## src/tcd_regs.svh

```systemverilog
// Constants for the tile configuration register bank: register numbers,
// field positions, reset values and decoder widths.
// Assumes it is included by bare name from every file that needs it.
`ifndef TCD_REGS_SVH
`define TCD_REGS_SVH

// Register numbers on the configuration port.
`define TCD_ADDR_W 8
`define TCD_OFS_IDENTITY 8'h00
`define TCD_OFS_PERMS 8'h04
`define TCD_OFS_DBG_CAUSE 8'h05
`define TCD_OFS_CLK_DIV 8'h06
`define TCD_OFS_SECURITY 8'h07
`define TCD_OFS_CORE7_STATUS 8'h67

// Field positions.
`define TCD_PERM_RO_ALL_BIT 31
`define TCD_PERM_RO_SS_BIT 0
`define TCD_DBG_REQ_BIT 0
`define TCD_DBG_MODE_BIT 1
`define TCD_CLK_OFF_BIT 31
`define TCD_DIV_MSB 15
`define TCD_DIV_W 16

// Reset values.
`define TCD_PERMS_RST 32'h0000_0000
`define TCD_DBG_CAUSE_RST 32'h0000_0000
`define TCD_CLK_DIV_RST 32'h0000_0000

// Arbitrary identity word of this tile; the value has no meaning.
`define TCD_TILE_ID_DEFAULT 32'h5a5a_0001

`endif

```

## src/tcd_pkg.sv

```systemverilog
// Types shared by the tile configuration register bank.
// Assumes nothing beyond a SystemVerilog compiler.
package tcd_pkg;

  // Origin of a configuration request.
  typedef enum logic [1:0] {
    TCD_SRC_LOCAL = 2'h0,
    TCD_SRC_SYSTEM_SWITCH = 2'h1,
    TCD_SRC_DEBUG_SCRATCH = 2'h3,
    TCD_SRC_JTAG = 2'h2
  } tcd_src_t;

endpackage

```

## src/tcd_access_guard.sv

```systemverilog
// Write-permission check for config read-write registers.
// Assumes the permission bits and the source come from the same clock domain.
`timescale 1ns/1ps

module tcd_access_guard (
  // Permission bits.
  input wire logic perm_ro_all,
  input wire logic perm_ro_ss,
  // Request origin.
  input wire tcd_pkg::tcd_src_t src,
  // Verdict.
  output logic write_allowed
);

  // Decides whether the given source is held to read-only access.
  function automatic logic is_restricted(input logic ro_all, input logic ro_ss,
                                         input tcd_pkg::tcd_src_t s);
    logic r;
    r = 1'b0;
    if (ro_all && (s != tcd_pkg::TCD_SRC_LOCAL)) begin
      r = 1'b1;
    end
    if (ro_ss && (s == tcd_pkg::TCD_SRC_SYSTEM_SWITCH)) begin
      r = 1'b1;
    end
    return r;
  endfunction

  // Local processor writes are never restricted.
  always_comb begin
    write_allowed = !is_restricted(perm_ro_all, perm_ro_ss, src);
  end

endmodule

```

## src/tcd_clk_div.sv

```systemverilog
// Tile clock divider: produces a one-cycle enable that paces the tile clock.
// Assumes ref_clk stands in for the PLL clock and all inputs share its domain.
`timescale 1ns/1ps
`include "tcd_regs.svh"

module tcd_clk_div (
  // Clock and reset.
  input wire logic ref_clk,
  input wire logic sys_rst,
  // Controls.
  input wire logic [`TCD_DIV_W-1:0] div_value,
  input wire logic div_enable,
  input wire logic clk_off,
  // Paced enable.
  output logic tile_clk_en
);

  logic [`TCD_DIV_W-1:0] cnt_reg;
  logic [`TCD_DIV_W-1:0] cnt_next;
  logic en_reg;
  logic en_next;

  // Unless clk_off holds the enable low, a divider value of zero or one, or a divider that is not enabled, passes every edge; otherwise one in N.
  always_comb begin
    cnt_next = cnt_reg;
    en_next = 1'b0;
    if (clk_off) begin
      cnt_next = '0;
      en_next = 1'b0;
    end else if (!div_enable || (div_value <= `TCD_DIV_W'(1))) begin
      cnt_next = '0;
      en_next = 1'b1;
    end else if (cnt_reg >= div_value - `TCD_DIV_W'(1)) begin
      cnt_next = '0;
      en_next = 1'b1;
    end else begin
      cnt_next = cnt_reg + `TCD_DIV_W'(1);
    end
  end

  // Registers the counter and the enable.
  always_ff @(posedge ref_clk) begin
    if (sys_rst) begin
      cnt_reg <= '0;
      en_reg <= 1'b0;
    end else begin
      cnt_reg <= cnt_next;
      en_reg <= en_next;
    end
  end

  assign tile_clk_en = en_reg;

endmodule

```

## src/tcd_cfg_regs.sv

```systemverilog
// Tile configuration register bank: identity, debug permissions, debug
// interrupt cause, tile clock divider, security copy and core 7 status view.
// Assumes every input is driven by logic on ref_clk; requests are taken one
// per cycle and answered one cycle later.
`timescale 1ns/1ps
`include "tcd_regs.svh"

// Notes on behaviour
// - Top permission bit: remote sources read-only.
// - Low permission bit: system switch read-only.
// - Debug-cause bit 0 raises debug interrupt.
// - Debug-cause bit 1 shows debug mode.
// - Tile clock divides by sixteen-bit value.
// - Clock-divider top bit gates tile clock off.
// - Divider acts only when separately enabled.
// - Security register returns OTP copy, read-only.
// - Offset 0x67 shows core 7 status.
// - Offset zero returns tile identity, read-only.
module tcd_cfg_regs #(
  parameter logic [31:0] TILE_ID = `TCD_TILE_ID_DEFAULT
) (
  // Clock and reset.
  input wire logic ref_clk,
  input wire logic sys_rst,
  // Configuration request.
  input wire logic cfg_req,
  input wire logic cfg_wr,
  input wire logic [`TCD_ADDR_W-1:0] cfg_addr,
  input wire logic [31:0] cfg_wdata,
  input wire tcd_pkg::tcd_src_t cfg_src,
  // Configuration answer.
  output logic cfg_ack,
  output logic [31:0] cfg_rdata,
  output logic cfg_err,
  // Processor state seen by the bank.
  input wire logic debug_mode,
  input wire logic [31:0] core7_status,
  input wire logic [31:0] otp_security_word,
  input wire logic div_enable,
  // Controls driven to the tile.
  output logic debug_irq,
  output logic tile_clk_en,
  output logic perm_ro_all,
  output logic perm_ro_ss
);

  // Control registers.
  logic perm_ro_all_reg;
  logic perm_ro_all_next;
  logic perm_ro_ss_reg;
  logic perm_ro_ss_next;
  logic dbg_req_reg;
  logic dbg_req_next;
  logic clk_off_reg;
  logic clk_off_next;
  logic [`TCD_DIV_W-1:0] div_value_reg;
  logic [`TCD_DIV_W-1:0] div_value_next;

  // Answer registers.
  logic ack_reg;
  logic ack_next;
  logic err_reg;
  logic err_next;
  logic [31:0] rdata_reg;
  logic [31:0] rdata_next;

  // Helper nets.
  logic write_allowed;
  logic wr_ok;

  // Tells whether a register number is mapped.
  function automatic logic is_mapped(input logic [`TCD_ADDR_W-1:0] a);
    return (a == `TCD_OFS_IDENTITY) || (a == `TCD_OFS_PERMS) ||
           (a == `TCD_OFS_DBG_CAUSE) || (a == `TCD_OFS_CLK_DIV) ||
           (a == `TCD_OFS_SECURITY) || (a == `TCD_OFS_CORE7_STATUS);
  endfunction

  // Tells whether a register number names a config read-write register.
  function automatic logic is_writable(input logic [`TCD_ADDR_W-1:0] a);
    return (a == `TCD_OFS_PERMS) || (a == `TCD_OFS_DBG_CAUSE) ||
           (a == `TCD_OFS_CLK_DIV);
  endfunction

  // Source permission check.
  tcd_access_guard tcd_access_guard_inst (
    .perm_ro_all(perm_ro_all_reg),
    .perm_ro_ss(perm_ro_ss_reg),
    .src(cfg_src),
    .write_allowed(write_allowed)
  );

  // Tile clock pacing.
  tcd_clk_div tcd_clk_div_inst (
    .ref_clk(ref_clk),
    .sys_rst(sys_rst),
    .div_value(div_value_reg),
    .div_enable(div_enable),
    .clk_off(clk_off_reg),
    .tile_clk_en(tile_clk_en)
  );

  // A write lands only on a writable register from a permitted source.
  assign wr_ok = cfg_req && cfg_wr && is_writable(cfg_addr) && write_allowed;

  // Next values of the control registers.
  always_comb begin
    perm_ro_all_next = perm_ro_all_reg;
    perm_ro_ss_next = perm_ro_ss_reg;
    dbg_req_next = dbg_req_reg;
    clk_off_next = clk_off_reg;
    div_value_next = div_value_reg;
    if (wr_ok) begin
      unique case (cfg_addr)
        `TCD_OFS_PERMS: begin
          perm_ro_all_next = cfg_wdata[`TCD_PERM_RO_ALL_BIT];
          perm_ro_ss_next = cfg_wdata[`TCD_PERM_RO_SS_BIT];
        end
        `TCD_OFS_DBG_CAUSE: begin
          dbg_req_next = cfg_wdata[`TCD_DBG_REQ_BIT];
        end
        `TCD_OFS_CLK_DIV: begin
          clk_off_next = cfg_wdata[`TCD_CLK_OFF_BIT];
          div_value_next = cfg_wdata[`TCD_DIV_MSB:0];
        end
        default: begin
        end
      endcase
    end
  end

  // Registers the control state.
  always_ff @(posedge ref_clk) begin
    if (sys_rst) begin
      perm_ro_all_reg <= 1'(`TCD_PERMS_RST >> `TCD_PERM_RO_ALL_BIT);
      perm_ro_ss_reg <= 1'(`TCD_PERMS_RST >> `TCD_PERM_RO_SS_BIT);
      dbg_req_reg <= 1'(`TCD_DBG_CAUSE_RST >> `TCD_DBG_REQ_BIT);
      clk_off_reg <= 1'(`TCD_CLK_DIV_RST >> `TCD_CLK_OFF_BIT);
      div_value_reg <= `TCD_DIV_W'(`TCD_CLK_DIV_RST);
    end else begin
      perm_ro_all_reg <= perm_ro_all_next;
      perm_ro_ss_reg <= perm_ro_ss_next;
      dbg_req_reg <= dbg_req_next;
      clk_off_reg <= clk_off_next;
      div_value_reg <= div_value_next;
    end
  end

  // Read data, answer and error for the request taken this cycle.
  always_comb begin
    ack_next = cfg_req;
    err_next = 1'b0;
    rdata_next = 32'h0000_0000;
    if (cfg_req) begin
      if (!is_mapped(cfg_addr)) begin
        err_next = 1'b1;
      end else if (cfg_wr && is_writable(cfg_addr) && !write_allowed) begin
        err_next = 1'b1;
      end
      if (!cfg_wr) begin
        unique case (cfg_addr)
          `TCD_OFS_IDENTITY: rdata_next = TILE_ID;
          `TCD_OFS_PERMS: begin
            rdata_next[`TCD_PERM_RO_ALL_BIT] = perm_ro_all_reg;
            rdata_next[`TCD_PERM_RO_SS_BIT] = perm_ro_ss_reg;
          end
          `TCD_OFS_DBG_CAUSE: begin
            rdata_next[`TCD_DBG_REQ_BIT] = dbg_req_reg;
            rdata_next[`TCD_DBG_MODE_BIT] = debug_mode;
          end
          `TCD_OFS_CLK_DIV: begin
            rdata_next[`TCD_CLK_OFF_BIT] = clk_off_reg;
            rdata_next[`TCD_DIV_MSB:0] = div_value_reg;
          end
          `TCD_OFS_SECURITY: rdata_next = otp_security_word;
          `TCD_OFS_CORE7_STATUS: rdata_next = core7_status;
          default: rdata_next = 32'h0000_0000;
        endcase
      end
    end
  end

  // Registers the answer.
  always_ff @(posedge ref_clk) begin
    if (sys_rst) begin
      ack_reg <= 1'b0;
      err_reg <= 1'b0;
      rdata_reg <= 32'h0000_0000;
    end else begin
      ack_reg <= ack_next;
      err_reg <= err_next;
      rdata_reg <= rdata_next;
    end
  end

  // Outputs straight from flip-flops.
  assign cfg_ack = ack_reg;
  assign cfg_err = err_reg;
  assign cfg_rdata = rdata_reg;
  assign debug_irq = dbg_req_reg;
  assign perm_ro_all = perm_ro_all_reg;
  assign perm_ro_ss = perm_ro_ss_reg;

endmodule

```

## config.mk

```make
export PLATFORM = sky130hd
export DESIGN_NAME = tcd_cfg_regs
export DESIGN_NICKNAME = d
export VERILOG_FILES = /design/src/tcd_pkg.sv /design/src/tcd_access_guard.sv /design/src/tcd_clk_div.sv /design/src/tcd_cfg_regs.sv
export VERILOG_INCLUDE_DIRS = /design/src
export SDC_FILE = /design/constraint.sdc
export NUM_CORES = 1
export LEC_CHECK = 0
export BUFFER_PORTS_ARGS = -buffer_cell sky130_fd_sc_hd__buf_2
export CAP_MARGIN = 20
export CORE_ASPECT_RATIO = 0.75
export CORE_MARGIN = 10
export CORE_UTILIZATION = 38
export CTS_BUF_LIST = sky130_fd_sc_hd__clkbuf_4 sky130_fd_sc_hd__clkbuf_8 sky130_fd_sc_hd__clkbuf_16
export DETAILED_ROUTE_END_ITERATION = 8
export PLACE_DENSITY = 0.66
export SLEW_MARGIN = 20
export SYNTH_ARGS = -nofsm -noshare
export SYNTH_HDL_FRONTEND = slang
export SYNTH_SLANG_ARGS = --single-unit
```

## constraint.sdc

```tcl
create_clock -name ref_clk -period 6.95 [get_ports ref_clk]
set_input_delay 0.695 -clock ref_clk [delete_from_list [all_inputs] [get_ports ref_clk]]
set_output_delay 0.695 -clock ref_clk [all_outputs]
set_load 0.005 [all_outputs]
```

; Word-level counts from Yosys, hierarchy flattened
; Cells that the tools add are included.
[classes]
bitwise = 1
n_eq_ne = 6
reduce_logical = 26
order_cmp = 2
add_sub_neg = 2
shifts = 0
n_mux = 11
n_mul = 0
div = 0
[op_table]
columns = operator, count
row1 = 15-bit one-hot mux with 3 select lines, 1
row2 = 14-bit one-hot mux with 3 select lines, 1
row3 = 8-bit by 3-bit == test with 1-bit output (second input constant), 4
row4 = 16-bit by 1-bit adder with 16-bit output (second input constant), 1
row5 = 16-bit greater-or-equal comparator, 1
row6 = 16-bit by 1-bit less-or-equal comparator with 1-bit output (second input constant), 1
row7 = 16-bit by 1-bit subtractor with 16-bit output (second input constant), 1
row8 = 8-bit by 7-bit == test with 1-bit output (second input constant), 1
row9 = 8-bit zero test, 1
row10 = 1-bit logical OR, 8
row11 = 1-bit one-hot mux with 4 select lines, 2
row12 = 1-bit logical AND, 7
row13 = 1-bit 2-to-1 mux, 6
row14 = 1-bit one-hot mux with 6 select lines, 1
row15 = 2-bit AND reduction, 3
row16 = 2-bit OR reduction, 2
row17 = 4-bit OR reduction, 1
row18 = 3-bit OR reduction, 1
row19 = 2-bit by 1-bit == test with 1-bit output (second input constant), 1
row20 = 1-bit zero test, 2
row21 = 2-bit nonzero test, 1
row22 = 1-bit NOT, 1
[word_totals]
ramBits = 0
ff_bits = 71
rom_bits = 0
input_bits = 112
n_memories = 0
latch_bits = 0

; Depth between registers and ports, before layout
; Gate-level depths: netlist of the first run.
[depth]
word_depth = 7
depth_mapped = 12

; Cells and area by module
; A second synthesis of the first run with hierarchy kept.
[unflattened]
cells_unflattened = 408
area_unflattened_um2 = 3676.0
[by_module_without_submodules]
columns = mod, seq_area_each_um2, area_per_inst_um2, n_inst, cells_per_inst
row1 = tcd_cfg_regs, 1081.0, 2210.9, 1, 235
row2 = tcd_clk_div, 340.3, 1452.6, 1, 171
row3 = tcd_access_guard, 0.0, 12.5, 1, 2

; Worst setup path before layout of the first run
; Ideal clock, no wire load.
[synth_timing]
path_kind = reg2reg
start = register div_value_reg[9]
end = register tcd_clk_div_inst.en_reg (netlist: tcd_clk_div_inst.tile_clk_en)
t_arrival_ps = 2816
setup_ps = 91
period_less_slack_ps = 2906
path_slack_ps = 4044
stages_incl_launch_ff = 11
n_path_buf = 0
path_cell_list = dfxtp_1 or4_1 nor3_1 nor2b_1 xnor2_1 ha_1 nand4_1 nor3_1 or4b_1 a21boi_0 a311oi_1
[synth_via]
elab_chain_len = 4
[synth_rtl]
columns = element, line_no
row1 = start: declaration, tcd_cfg_regs.sv:56  ; logic [`TCD_DIV_W-1:0] div_value_reg;
row2 = start signal: assignment, tcd_cfg_regs.sv:138  ; div_value_reg <= `TCD_DIV_W'(`TCD_CLK_DIV_RST);
row3 = start signal: assignment, tcd_cfg_regs.sv:144  ; div_value_reg <= div_value_next;
row4 = 16-bit by 1-bit subtractor with 16-bit output, tcd_clk_div.sv:33  ; end else if (cnt_reg >= div_value - `TCD_DIV_W'(1)) begin
row5 = 16-bit greater-or-equal comparator, tcd_clk_div.sv:33
row6 = 1-bit 2-to-1 mux, tcd_clk_div.sv:33
row7 = 1-bit 2-to-1 mux *, tcd_clk_div.sv:30  ; end else if (!div_enable || (div_value <= `TCD_DIV_W'(1))) begin
row8 = end signal: assignment, tcd_clk_div.sv:48  ; en_reg <= en_next;
row9 = end: declaration, tcd_clk_div.sv:20  ; logic en_reg;
; Every way passes the cells marked *; elsewhere a longest branch is shown, timed or not.
; A chain may end at the register's enable or synchronous reset.

; Final worst setup path of the first run
[layout_timing]
start = register div_value_reg[2]
end = register tcd_clk_div_inst.en_reg (netlist: tcd_clk_div_inst.tile_clk_en)
; Same word-level chain as after synthesis.

==> flow_results.org, run 1 <==
** Clock tree
- Clock latency on the worst-skew pair, taken at its later pin, is about 0.34 ns.
- The number of setup buffers added after CTS is 0.
- Clock-pin slew was measured on the worst setup and hold paths at around 0.05 ns.
- Number of buffers created by CTS :: 9
- For this design, the sink count on the clock tree is between 70 and 80.
- Clock root buffer master :: sky130_fd_sc_hd__clkbuf_16
- TritonCTS built the clock tree.
- Post-cts hold buffer count :: 0
- CTS-repair resized insts :: 0
- CTS built an H-tree with a depth of 3.
- Buffer depth of the longest clock path :: 2

** Drt
- In the detailed route, the total length drawn on met2 is slightly above 5 mm.
- Routed WL per cell :: between 15 and 20 µm
- The final layout contains routed wiring with a total length of approximately 11 mm.
- Iter 0 DRT Violations :: 197
- Summing over every cut layer, the via total after detailed routing is 3192.
- Number of detailed-routing iterations run before antenna repair :: 7
- For this run, design rule violations remaining after detail routing come to 0.
- Summed over all nets, wire length on met3 after detailed routing comes to approximately 760 µm.
- Average via count per standard cell :: ~5.2
- After detailed routing, no signal wire sits above met4.
- The count of nets left with antenna violations once routing finished came out at 0.
- Met1 wire length :: 4.84 mm

** Layout
- Fill cells in the final layout number 808.
- Share of final-layout standard cells stronger than drive strength 1 :: around a third
- Area taken by flip-flops and latches :: around 0.0014 mm²
- The finished layout holds between 600 and 700 standard cells, fillers aside.
- Relative to the synthesized area, the layout overhead comes to 30.3%.
- The multi-input combinational cells in the finished layout cover a total of around 0.0019 mm².
- The register with the most flip-flops in the layout has 32 of them.
- At the end of the flow the core is filled with cells to around half.
- For this run, the post-layout net count is roughly 630.
- The number of antenna diodes in the final layout is 0.

** Global routing
- Summed over all layers, the global routing overflow is 0.
- Entering global routing, the biggest net connects 31 pins.
- The first global-routing pass estimated between 15 and 20 mm of wire.
- Initial antenna violation count :: 0
- Overall routing resource usage :: between 15 and 20%
- The number of global-route vias before repair came to around 3200.

** Synth
- In the synthesized netlist, the number of instances is between 300 and 400.
- The number of nets handed over by synthesis was 500.
- Avg Inst Size Synth :: about 9.3 µm²
- For this run, asynchronously set or reset flops after synthesis account for 0%.
- Fraction of the yosys area taken by sequential cells :: 41.5%
- Post-synth EDFFs :: 0
- By count the netlist is led by sky130_fd_sc_hd__nor2_1, sky130_fd_sc_hd__dfxtp_1, sky130_fd_sc_hd__mux2i_1, sky130_fd_sc_hd__ha_1, sky130_fd_sc_hd__xnor2_1.
- Most frequent cell after synthesis :: sky130_fd_sc_hd__nor2_1
- Main synth FF type :: sky130_fd_sc_hd__dfxtp_1
- Portion of synthesized cell area occupied by the leading cell type :: 41.5%
- Library cell occupying the most area in the post-synthesis netlist :: sky130_fd_sc_hd__dfxtp_1
- Synthesized cell area :: 0.00343 mm²
- For this run, the number of Yosys warnings is 0.
- The synthesized design contains around 70 register bits.
- The synthesized netlist contains 46 unique library cells.
- Leading cell types by total area after synthesis :: sky130_fd_sc_hd__dfxtp_1, sky130_fd_sc_hd__nor2_1, sky130_fd_sc_hd__ha_1

** Floorplan
- Measured along the y axis, the die boundary spans roughly 100 µm.
- The region available for standard cell placement spans between 0.008 and 0.009 mm².
- Number of placed I/O pins :: 150
- Die outline area :: about 0.013 mm²
- Placement row count :: 29
- Horizontal extent of the die :: between 100 and 150 µm
- Effective utilization at floorplan :: between 30% and 40%

** Flow run
- Max-cap violations :: 0

** Critical path
- STA classifies the critical path endpoint as a register.
- Internal reg-to-reg setup slack :: about 3.4 ns
- Endpoint of the worst register-to-register path :: tcd_clk_div_inst.tile_clk_en
- STA puts the critical path data arrival time at roughly 3.8 ns.
- In this run the critical register-to-register path is launched from div_value_reg[2].
- At the worst endpoint, the required time is just over 7 ns.
- Of all nets on the critical path, the largest fanout is 6.
- STA classifies the critical path startpoint as a register.
- Worst-case reg-to-reg path depth :: 10
- The critical path in this run is classified as register to register.

** Min path
- Startpoint of the worst hold path :: tcd_clk_div_inst.cnt_reg[0]
- The worst hold path terminates at tcd_clk_div_inst.cnt_reg[0].
- Along the worst hold path, the cell count comes to 1.
- The worst hold path belongs to the class register to register.

** Power and ir drop
- Flop pwr share :: roughly 45%
- Combinational share of power :: 4.8%
- PD cells :: just over 200 mW/mm²
- The share of total power dissipated in the clock network is approximately half.
- The analysis attributes to net switching a power of between 200 and 250 µW.
- The design draws slightly above 900 µW.
- In this run switching power makes up 21.9% of total power.
- Internal power comes to slightly above 700 µW.
- In this run the static leakage power is about 1.9 nW.
- Across the VDD grid, the largest voltage drop is 0.118 mV.

** Run status
- Result of the run :: complete, no violations

** Placement
- At the end of routability-driven placement, the weighted congestion stood at 0.886.
- The number of placed instances, taps included, is roughly 600.
- During placement, the flow inserted port buffers numbering 134.
- Summed over all nets, the half-perimeter wirelength after detailed placement is 8.53 mm.

** STA
- Number of failing hold endpoints at the final stage :: 0
- Total negative slack :: 0 ns
- Timing would allow up to between 200 and 300 MHz.
- Final setup violation count :: 0
- In this run the tightest slew margin relative to its limit is 39.9%.
- On the final layout, the worst clock skew is 0.00768 ns.
- Actual transition at the worst max-transition pin :: about 0.90 ns
- Of the available clock period, the critical path in the final layout requires around half.
- Setup repair after global routing left no endpoint under its margin.
- Period minus WS final :: about 3.6 ns
- The final max-slew violation count is 0.
cells by family (layout without fill, tap and decap cells):
family	after synthesis	in the layout	synth area share, %
simple gates	149	149	21.4
flops	71	71	41.5
compound gates	56	56	13.0
xor+xnor	27	27	6.90
buf+inv	25	159	3.83
mux	22	22	6.43
fa+ha+maj	19	19	6.94
stage by stage:
step / worst slack [ns] / hold slack, ns / cell area (µm²)
6_report: 3.38 / 0.465 / 4470
5_1_grt: 3.04 / 0.510 / 4470
4_1_cts: 3.39 / 0.472 / 4450
3_5_place_dp: 3.46 / 0.460 / 4150
3_3_place_gp: 3.51 / 0.451 / 4150
2_1_floorplan: 4.04 / 0.430 / 3430
how the worst max path moves through the flow:
| stage | from | endpoint | slack, ns |
|---|---|---|---|
| after floorplan | div_value_reg[9] | tcd_clk_div_inst.tile_clk_en | 4.04 |
| after global placement | div_value_reg[2] | tcd_clk_div_inst.tile_clk_en | 3.51 |
| after detailed placement | div_value_reg[2] | tcd_clk_div_inst.tile_clk_en | 3.46 |
| after CTS | div_value_reg[2] | tcd_clk_div_inst.tile_clk_en | 3.39 |
| after global routing | div_value_reg[2] | tcd_clk_div_inst.tile_clk_en | 3.04 |
| final | div_value_reg[2] | tcd_clk_div_inst.tile_clk_en | 3.38 |
worst max-delay path, stage by stage (launching register included):
cell	delay (ns)
sky130_fd_sc_hd__dfxtp_1	0.40
sky130_fd_sc_hd__nor4_1	0.58
sky130_fd_sc_hd__nand3_1	0.25
sky130_fd_sc_hd__nor3_1	0.26
sky130_fd_sc_hd__xnor2_1	0.11
sky130_fd_sc_hd__ha_1	0.30
sky130_fd_sc_hd__nand4_1	0.12
sky130_fd_sc_hd__nor3_1	0.36
sky130_fd_sc_hd__or4b_1	0.50
sky130_fd_sc_hd__a21boi_0	0.15
sky130_fd_sc_hd__a311oi_1	0.40
cells in the final DEF (no fill, tap or decap), types with 2 or more instances in the layout:
cell type	n
sky130_fd_sc_hd__buf_2	134
sky130_fd_sc_hd__nor2_1	80
sky130_fd_sc_hd__dfxtp_1	71
sky130_fd_sc_hd__mux2i_1	22
sky130_fd_sc_hd__ha_1	19
sky130_fd_sc_hd__xnor2_1	17
sky130_fd_sc_hd__a222oi_1	15
sky130_fd_sc_hd__nand2_1	14
sky130_fd_sc_hd__nor3_1	10
sky130_fd_sc_hd__xor2_1	10
sky130_fd_sc_hd__a221oi_1	9
sky130_fd_sc_hd__a22oi_1	9
sky130_fd_sc_hd__clkbuf_16	9
sky130_fd_sc_hd__nand3_1	8
sky130_fd_sc_hd__a21oi_1	7
sky130_fd_sc_hd__nor2b_1	6
sky130_fd_sc_hd__inv_1	6
sky130_fd_sc_hd__nand2b_1	5
sky130_fd_sc_hd__o21ai_0	5
sky130_fd_sc_hd__nor4_1	3
sky130_fd_sc_hd__and3_1	3
sky130_fd_sc_hd__nand4_1	3
sky130_fd_sc_hd__clkinvlp_4	3
sky130_fd_sc_hd__nor4_4	2
sky130_fd_sc_hd__a211oi_1	2
sky130_fd_sc_hd__a21o_1	2
sky130_fd_sc_hd__a41oi_1	2
sky130_fd_sc_hd__or3_1	2
sky130_fd_sc_hd__and4_1	2
sky130_fd_sc_hd__buf_4	2
per-layer routing:
layer  global-route usage [%]  vias to the layer above
li1                         -                     1596
met1                     19.5                     1473
met2                     26.1                      111
met3                     5.02                       12
met4                     6.90                        0
met5                        0                        -
power by group through the flow:
stage | clock, mW | combinational [mW] | sequential (mW)
global route | 0.491 | 0.0483 | 0.408
detailed placement | 0 | 0.0441 | 0.417
finish | 0.463 | 0.0443 | 0.409
CTS | 0.473 | 0.0444 | 0.409
global placement | 0 | 0.0433 | 0.417
floorplan | 0 | 0.0110 | 0.418
layout make-up:
cell class / count / share of cell area (%)
Timing Repair Buffer: 137 / 15.7
Sequential cell: 71 / 31.8
Multi-Input combinational cell: 273 / 42.2
Tap cell: 108 / 3.03
Clock buffer: 10 / 5.21
Inverter: 6 / 0.504
Clock inverter: 6 / 1.57
No activity file was read; power rests on OpenSTA's default activity.
==> run 2, diff against run 1 <==
--- a/config.mk
+++ b/config.mk
@@ -13,7 +13,7 @@
 export CORE_UTILIZATION = 38
 export CTS_BUF_LIST = sky130_fd_sc_hd__clkbuf_4 sky130_fd_sc_hd__clkbuf_8 sky130_fd_sc_hd__clkbuf_16
 export DETAILED_ROUTE_END_ITERATION = 8
-export PLACE_DENSITY = 0.66
+export PLACE_DENSITY = 0.69
 export SLEW_MARGIN = 20
 export SYNTH_ARGS = -nofsm -noshare
 export SYNTH_HDL_FRONTEND = slang
==> constraint.sdc (replaced) <==
create_clock -name ref_clk -period 3.05 [get_ports ref_clk]
set_input_delay 0.305 -clock ref_clk [delete_from_list [all_inputs] [get_ports ref_clk]]
set_output_delay 0.305 -clock ref_clk [all_outputs]
set_load 0.005 [all_outputs]
==> flow_results.org, run 2 (synthesized netlist as in run 1, its figures left out) <==
** Drt
- Number of detailed-routing iterations run before antenna repair :: 5
- In the final routed layout, each cell accounts on average for between 15 and 20 µm.
- After detailed routing, the number of vias per cell comes to ~5.3.
- After the first detailed-routing iteration, the DRC count stood at about 270.
- In this run the remaining antenna-violating nets after routing total 0.
- Total number of vias :: around 3300
- Residual DRC count :: 0
- After detailed routing, the total wire length is ~11 mm.

** Critical path
- Among the stages of the critical path, the cell type that occurs most often is sky130_fd_sc_hd__nor3_4.
- The slowest stage of the critical path is the sky130_fd_sc_hd__or4_4 cell.
- For this run, the slowest stage of the critical path takes ~0.56 ns.
- Data required time at the worst endpoint :: around 3.3 ns
- The signal on the critical path passes through or4_4 > nor3_4 > nor2b_4 > xnor2_1 > ha_1 > nand4_1 > nor3_4 > or4b_4 > a21boi_0 > a311oi_1.
- The critical path is of the register to register type.
- Arrival time at the worst endpoint :: between 3 and 4 ns
- The worst setup path is captured at a register.
- The worst setup path is launched from a register.
- Of all nets on the critical path, the largest fanout is 3.

** Global routing
- Initial antenna violation count :: 0
- First-pass GRT wire length :: roughly 17 mm
- Largest net degree at the start of global routing :: 25
- Vias in the first global route :: ~3400
- Residual overflow from global routing :: 0
- Overall routing resource usage :: between 10% and 20%

** Clock tree
- CTS tree :: built
- Post-cts hold buffer count :: 0
- Clock root buffer master :: sky130_fd_sc_hd__clkbuf_16
- Clock tree synthesis found a total of between 70 and 80 sinks.
- Buffers inserted during clock tree synthesis total 9.
- The longest clock path from root to sink contains 2 buffers.
- Clock latency on the worst-skew pair :: ~0.33 ns
- The H-tree was split into 3 levels.
- CTS clk-pin slew, worst paths :: about 0.060 ns

** Layout
- In the layout the commonest cells are sky130_fd_sc_hd__buf_2, sky130_fd_sc_hd__nor2_1, sky130_fd_sc_hd__dfxtp_1.
- Leaving out fill and tap cells, the most frequent cell in the layout is sky130_fd_sc_hd__buf_2.
- Share of final-layout standard cells stronger than drive strength 1 :: a little under two fifths
- Number of antenna cells inserted :: 0
- Counting the fill cells in the layout gives 781.
- Synthesis-to-layout area growth :: 37.4%
- The register with the most flip-flops in the layout has 32 of them.
- Multi-input gate area :: 0.00198 mm²
- Total Nets Final :: between 600 and 700
- In the final layout, flip-flops and latches occupy roughly 0.0014 mm².

** Floorplan
- Number of placed I/O pins :: 150
- DIE HEIGHT :: 102 µm
- Once the floorplan was initialized, standard cells occupied between 30% and 40% of the core.
- The core region is between 0.008 and 0.009 mm².
- The die covers 0.0133 mm².
- Placement row count :: 29
- Horizontal extent of the die :: 130 µm

** STA
- Max_slew headroom :: just under 60%
- Setup repair after global routing could not meet its margin everywhere.
- Period minus WS final :: a little over 3 ns
- Tcrit/Tclk final :: a little under 100%
- Max Clock Skew :: ~0.0085 ns
- Static timing analysis puts the maximum clock frequency at ~330 MHz.
- Number of failing hold endpoints at the final stage :: 0
- Actual transition at the worst max-transition pin :: 0.602 ns
- The final max-slew violation count came to 0.
- On the final layout, the worst hold slack is 0.211 ns.
- Final setup violation count :: 0

** Placement
- Port buffering added 134 buffers.
- Gpl congestion :: approximately 0.94
- Summed over all nets, the half-perimeter wirelength after detailed placement is 8.95 mm.

** Min path
- The tightest min-delay check is of the input port to register type.

** Power and ir drop
- For this design the static power due to leakage is between 2 and 2.5 nW.
- P_sw :: 461 µW
- Flop pwr share :: between 40 and 50%
- In this run the power density over the cells is 424 mW/mm².
- Peak supply drop :: about 0.27 mV
- Switch share :: 23.1%
- Per report_power, the combinational group accounts for under 10% of the total.
- Total power for the finished layout comes to roughly 2 mW.
- The internal power of the cells totals 1.54 mW.
- Clk pwr share :: 48.2%

** Flow run
- Across the run, the number of max-cap violations was 0.

** Run status
- The run finished with clean final reports.
## run 2: worst max-delay path: cells and delay by family, from the launching register on
| kind | cells | cell delay (ns) |
|---|---|---|
| XOR/XNOR | 1 | 0.07 |
| AO/OA/AOI/OAI | 2 | 0.39 |
| AND/OR/NAND/NOR | 6 | 1.88 |
| flip-flops | 1 | 0.31 |
| adder cells (fa/ha/maj) | 1 | 0.30 |
## run 2: cell type report
class | count | area share, %
multi-input combinational | 273 | 42.0
tap | 108 | 2.87
clock inverter | 7 | 1.04
sequential | 71 | 30.2
timing repair buffer | 160 | 18.7
inverter | 6 | 0.478
clock buffer | 9 | 4.78
## run 2: per-layer routing
metal	wire length, µm	vias to the layer above	global-route usage [%]
li1	-	1638	-
met1	5040	1586	20.2
met2	5520	104	26.6
met3	776	11	5.43
met4	155	0	5.69
met5	0	-	0
## run 2: metrics by stage
| step | area [µm²] | utilization (%) | worst slack [ns] | setup TNS, ns | instances |
|---|---|---|---|---|---|
| floorplan | 3430 | - | 0.144 | 0 | 369 |
| global placement | 4310 | 49.9 | -0.0660 | -0.388 | 614 |
| detailed placement | 4310 | 49.9 | -0.162 | -2.01 | 614 |
| CTS | 4590 | 53.2 | 0.0489 | 0 | 630 |
| global route | 4710 | 54.5 | -0.139 | -1.06 | 634 |
| finish | 4710 | 54.5 | 0.0169 | 0 | 634 |
## run 2: power by group through the flow
stage | clock network (mW) | logic, mW | registers [mW]
floorplan | 0 | 0.0251 | 0.952
global placement | 0 | 0.100 | 0.951
detailed placement | 0 | 0.102 | 0.951
CTS | 0.981 | 0.103 | 0.931
global route | 1.03 | 0.114 | 0.930
finish | 0.963 | 0.105 | 0.931
## run 2: worst paths after layout
check | startpoint | endpoint | slack, ns | depth (start not counted)
worst max-delay path | div_value_reg[12] | tcd_clk_div_inst.tile_clk_en | 0.02 | 10
worst min-delay path | otp_security_word[23] | cfg_rdata[23] | 0.21 | 3
worst max register to register | div_value_reg[12] | tcd_clk_div_inst.tile_clk_en | 0.02 | 10
worst min register to register | tcd_clk_div_inst.cnt_reg[0] | tcd_clk_div_inst.cnt_reg[0] | 0.49 | 1
## run 2: timing repair
item	in CTS	in global routing
pin swaps	1	8
setup endpoints to repair	17	17
buffers inserted	0	4
endpoints found under the hold margin	0	0
resized for setup	2	16
==> run 3, diff against run 2 <==
--- a/config.mk
+++ b/config.mk
@@ -7,7 +7,7 @@
 export NUM_CORES = 1
 export LEC_CHECK = 0
 export BUFFER_PORTS_ARGS = -buffer_cell sky130_fd_sc_hd__buf_2
-export CAP_MARGIN = 20
+export CAP_MARGIN = 30
 export CORE_ASPECT_RATIO = 0.75
 export CORE_MARGIN = 10
 export CORE_UTILIZATION = 38
==> constraint.sdc (replaced) <==
create_clock -name ref_clk -period 2.6 [get_ports ref_clk]
set_input_delay 0.26 -clock ref_clk [delete_from_list [all_inputs] [get_ports ref_clk]]
set_output_delay 0.26 -clock ref_clk [all_outputs]
set_load 0.005 [all_outputs]
==> flow_results.org, run 3 (synthesized netlist as in run 1, its figures left out) <==
** Drt
- Final WL :: around 12 mm
- Total number of vias :: about 3400
- The first TritonRoute pass finished after 5 iterations.
- After detailed routing, the number of vias per cell comes to about 5.2.
- After detailed routing, the average wire length per cell comes to 18.0 µm.
- Residual DRC count :: 0
- In this run the remaining antenna-violating nets after routing total 0.
- The first routing iteration left around 270 violations.

** Flow run
- Max-cap violations :: 0

** Layout
- Commonest non-fill, non-tap cell in the layout :: sky130_fd_sc_hd__buf_2
- Synthesis-to-layout area growth :: 40.8%
- At the end of the flow, the number of nets in the layout was 660.
- Final cell count without fillers :: about 640
- Summing all non-filler instances in the final layout gives an area of around 0.0048 mm².
- The repair_antennas step left the layout with diodes totalling 0.
- The register with the most flip-flops in the layout has 32 of them.
- In the layout the commonest cells are sky130_fd_sc_hd__buf_2, sky130_fd_sc_hd__nor2_1, sky130_fd_sc_hd__dfxtp_1.
- Share of final-layout standard cells stronger than drive strength 1 :: 39.4%

** Floorplan
- During I/O placement, the number of pins put on the boundary was 150.
- The die is roughly 130 µm wide.
- The die is between 100 and 150 µm tall.
- Effective utilization at floorplan :: approximately two fifths
- The floorplan step defined a die boundary enclosing ~0.013 mm².
- In this run the standard cell core region covers approximately 0.0086 mm².
- Placement row count :: 29

** Placement
- Post-DP Area :: approximately 0.0044 mm²
- The congestion estimate from routability-driven global placement came to around 0.85.
- Input and output buffers added on the ports amount to ~130.
- Once placement completed, the tool counted placed cells totaling roughly 620.
- Detailed-placement wirelength estimate :: ~9 mm

** Clock tree
- Post-cts hold buffer count :: 0
- The clock reaches the later pin of the worst-skew pair after about 0.33 ns.
- In this run, CTS created clock tree buffers numbering 9.
- The clock drives 71 sinks.
- H-tree depth reported by CTS :: 3
- CTS tree :: built
- Clock root buffer master :: sky130_fd_sc_hd__clkbuf_16
- Clock-pin slew was measured on the worst setup and hold paths at ~0.060 ns.
- Buffer depth of the longest clock path :: 2

** Global routing
- Vias in the first global route :: ~3300
- The first global-routing pass estimated around 17 mm of wire.
- Entering global routing, the biggest net connects 24 pins.
- Overall routing resource usage :: between 10% and 20%
- Initial antenna violation count :: 0
- Summed over all layers, the global routing overflow is 0.

** Power and ir drop
- PD cells :: approximately 520 mW/mm²
- Reported leakage power :: 2.15 nW
- VDD sags by at most around 0.25 mV.

** STA
- Clock skew on the completed layout was measured at 0.00459 ns.
- Number of failing hold endpoints at the final stage :: 0
- Max_slew headroom :: roughly 55%
- Setup repair after global routing missed its margin :: true
- Worst hold margin :: around 0.16 ns
- After layout, the minimum clock period comes to around 2.9 ns.
- Final setup violation count :: 17
- At the pin with the least slew margin, the transition time is 0.667 ns.
- Peak Freq :: 350 MHz
- The final max-slew violation count is 0.
- Of the available clock period, the critical path in the final layout requires 110%.
- Fin worst setup slack :: -0.260 ns
- Total negative slack :: -3.84 ns

** Min path
- Startpoint of the worst hold path :: cfg_wdata[13]
- The min-delay analysis places its worst path in the category input port to register.

** Critical path
- In this run the critical register-to-register path is launched from div_value_reg[12].
- The worst setup path is captured at a register.
- Data required time at the worst endpoint :: approximately 2.8 ns
- Critical path class :: register to register
- Arrival time at the worst endpoint :: 3.07 ns
- The most critical setup path has its startpoint at div_value_reg[12].
- Crit-path max FO :: 8
- Nature of the critical path startpoint :: register

** Run status
- Violations in the final reports :: setup timing
- Result of the run :: finished, violations left
## run 3: stage by stage
step / worst slack [ns] / util [%] / power [mW]
global route: -0.413 / 55.9 / 2.61
CTS: -0.296 / 55.0 / 2.55
floorplan: -0.109 / - / 1.15
detailed placement: -0.308 / 50.9 / 1.24
global placement: -0.188 / 50.9 / 1.23
finish: -0.260 / 55.9 / 2.53
## run 3: worst paths after layout
check | endpoint | slack (ns) | cells after the start
worst max-delay path | tcd_clk_div_inst.cnt_reg[8] | -0.26 | 10
worst min-delay path | div_value_reg[13] | 0.16 | 3
worst max register to register | tcd_clk_div_inst.cnt_reg[8] | -0.26 | 10
worst min register to register | tcd_clk_div_inst.cnt_reg[0] | 0.47 | 1
## run 3: repair_timing
action,CTS,global route
resized for setup,4,13
setup endpoints to repair,17,17
gates cloned,0,1
pin swaps,3,7
setup buffers,2,1
## run 3: area by class of cell
cell class	count	area [µm²]
flip-flops and latches	71	1430
fillers	789	3810
repair buffers	167	918
well taps	108	135
clock buffers	10	233
multi-input cells	274	2010
clock inverters	5	83.8
inverters	6	22.5
## run 3: power by group
part	internal (mW)	switching, mW
registers	1.09	0.00136
logic	0.0662	0.0563
clock network	0.846	0.465
## run 3: per-layer routing
| metal | share of wire (%) | vias to the layer above | GRT usage (%) |
|---|---|---|---|
| met1 | 45 | 1558 | 20.5 |
| met2 | 45 | 123 | 26.6 |
| met5 | 0 | - | 0 |
| met4 | 1.7 | 0 | 5.86 |
| met3 | 8.7 | 14 | 5.90 |
| li1 | - | 1660 | - |
## run 3: critical path, stage by stage (launching register included)
cell                      delay, ns
sky130_fd_sc_hd__dfxtp_2       0.32
sky130_fd_sc_hd__or4_4         0.56
sky130_fd_sc_hd__nor3_4        0.14
sky130_fd_sc_hd__nor2b_4       0.17
sky130_fd_sc_hd__xnor2_1       0.07
sky130_fd_sc_hd__ha_1          0.30
sky130_fd_sc_hd__nand4_1       0.13
sky130_fd_sc_hd__nor3_2        0.20
sky130_fd_sc_hd__or4b_4        0.53
sky130_fd_sc_hd__nand4_2       0.24
sky130_fd_sc_hd__nor2_1        0.09
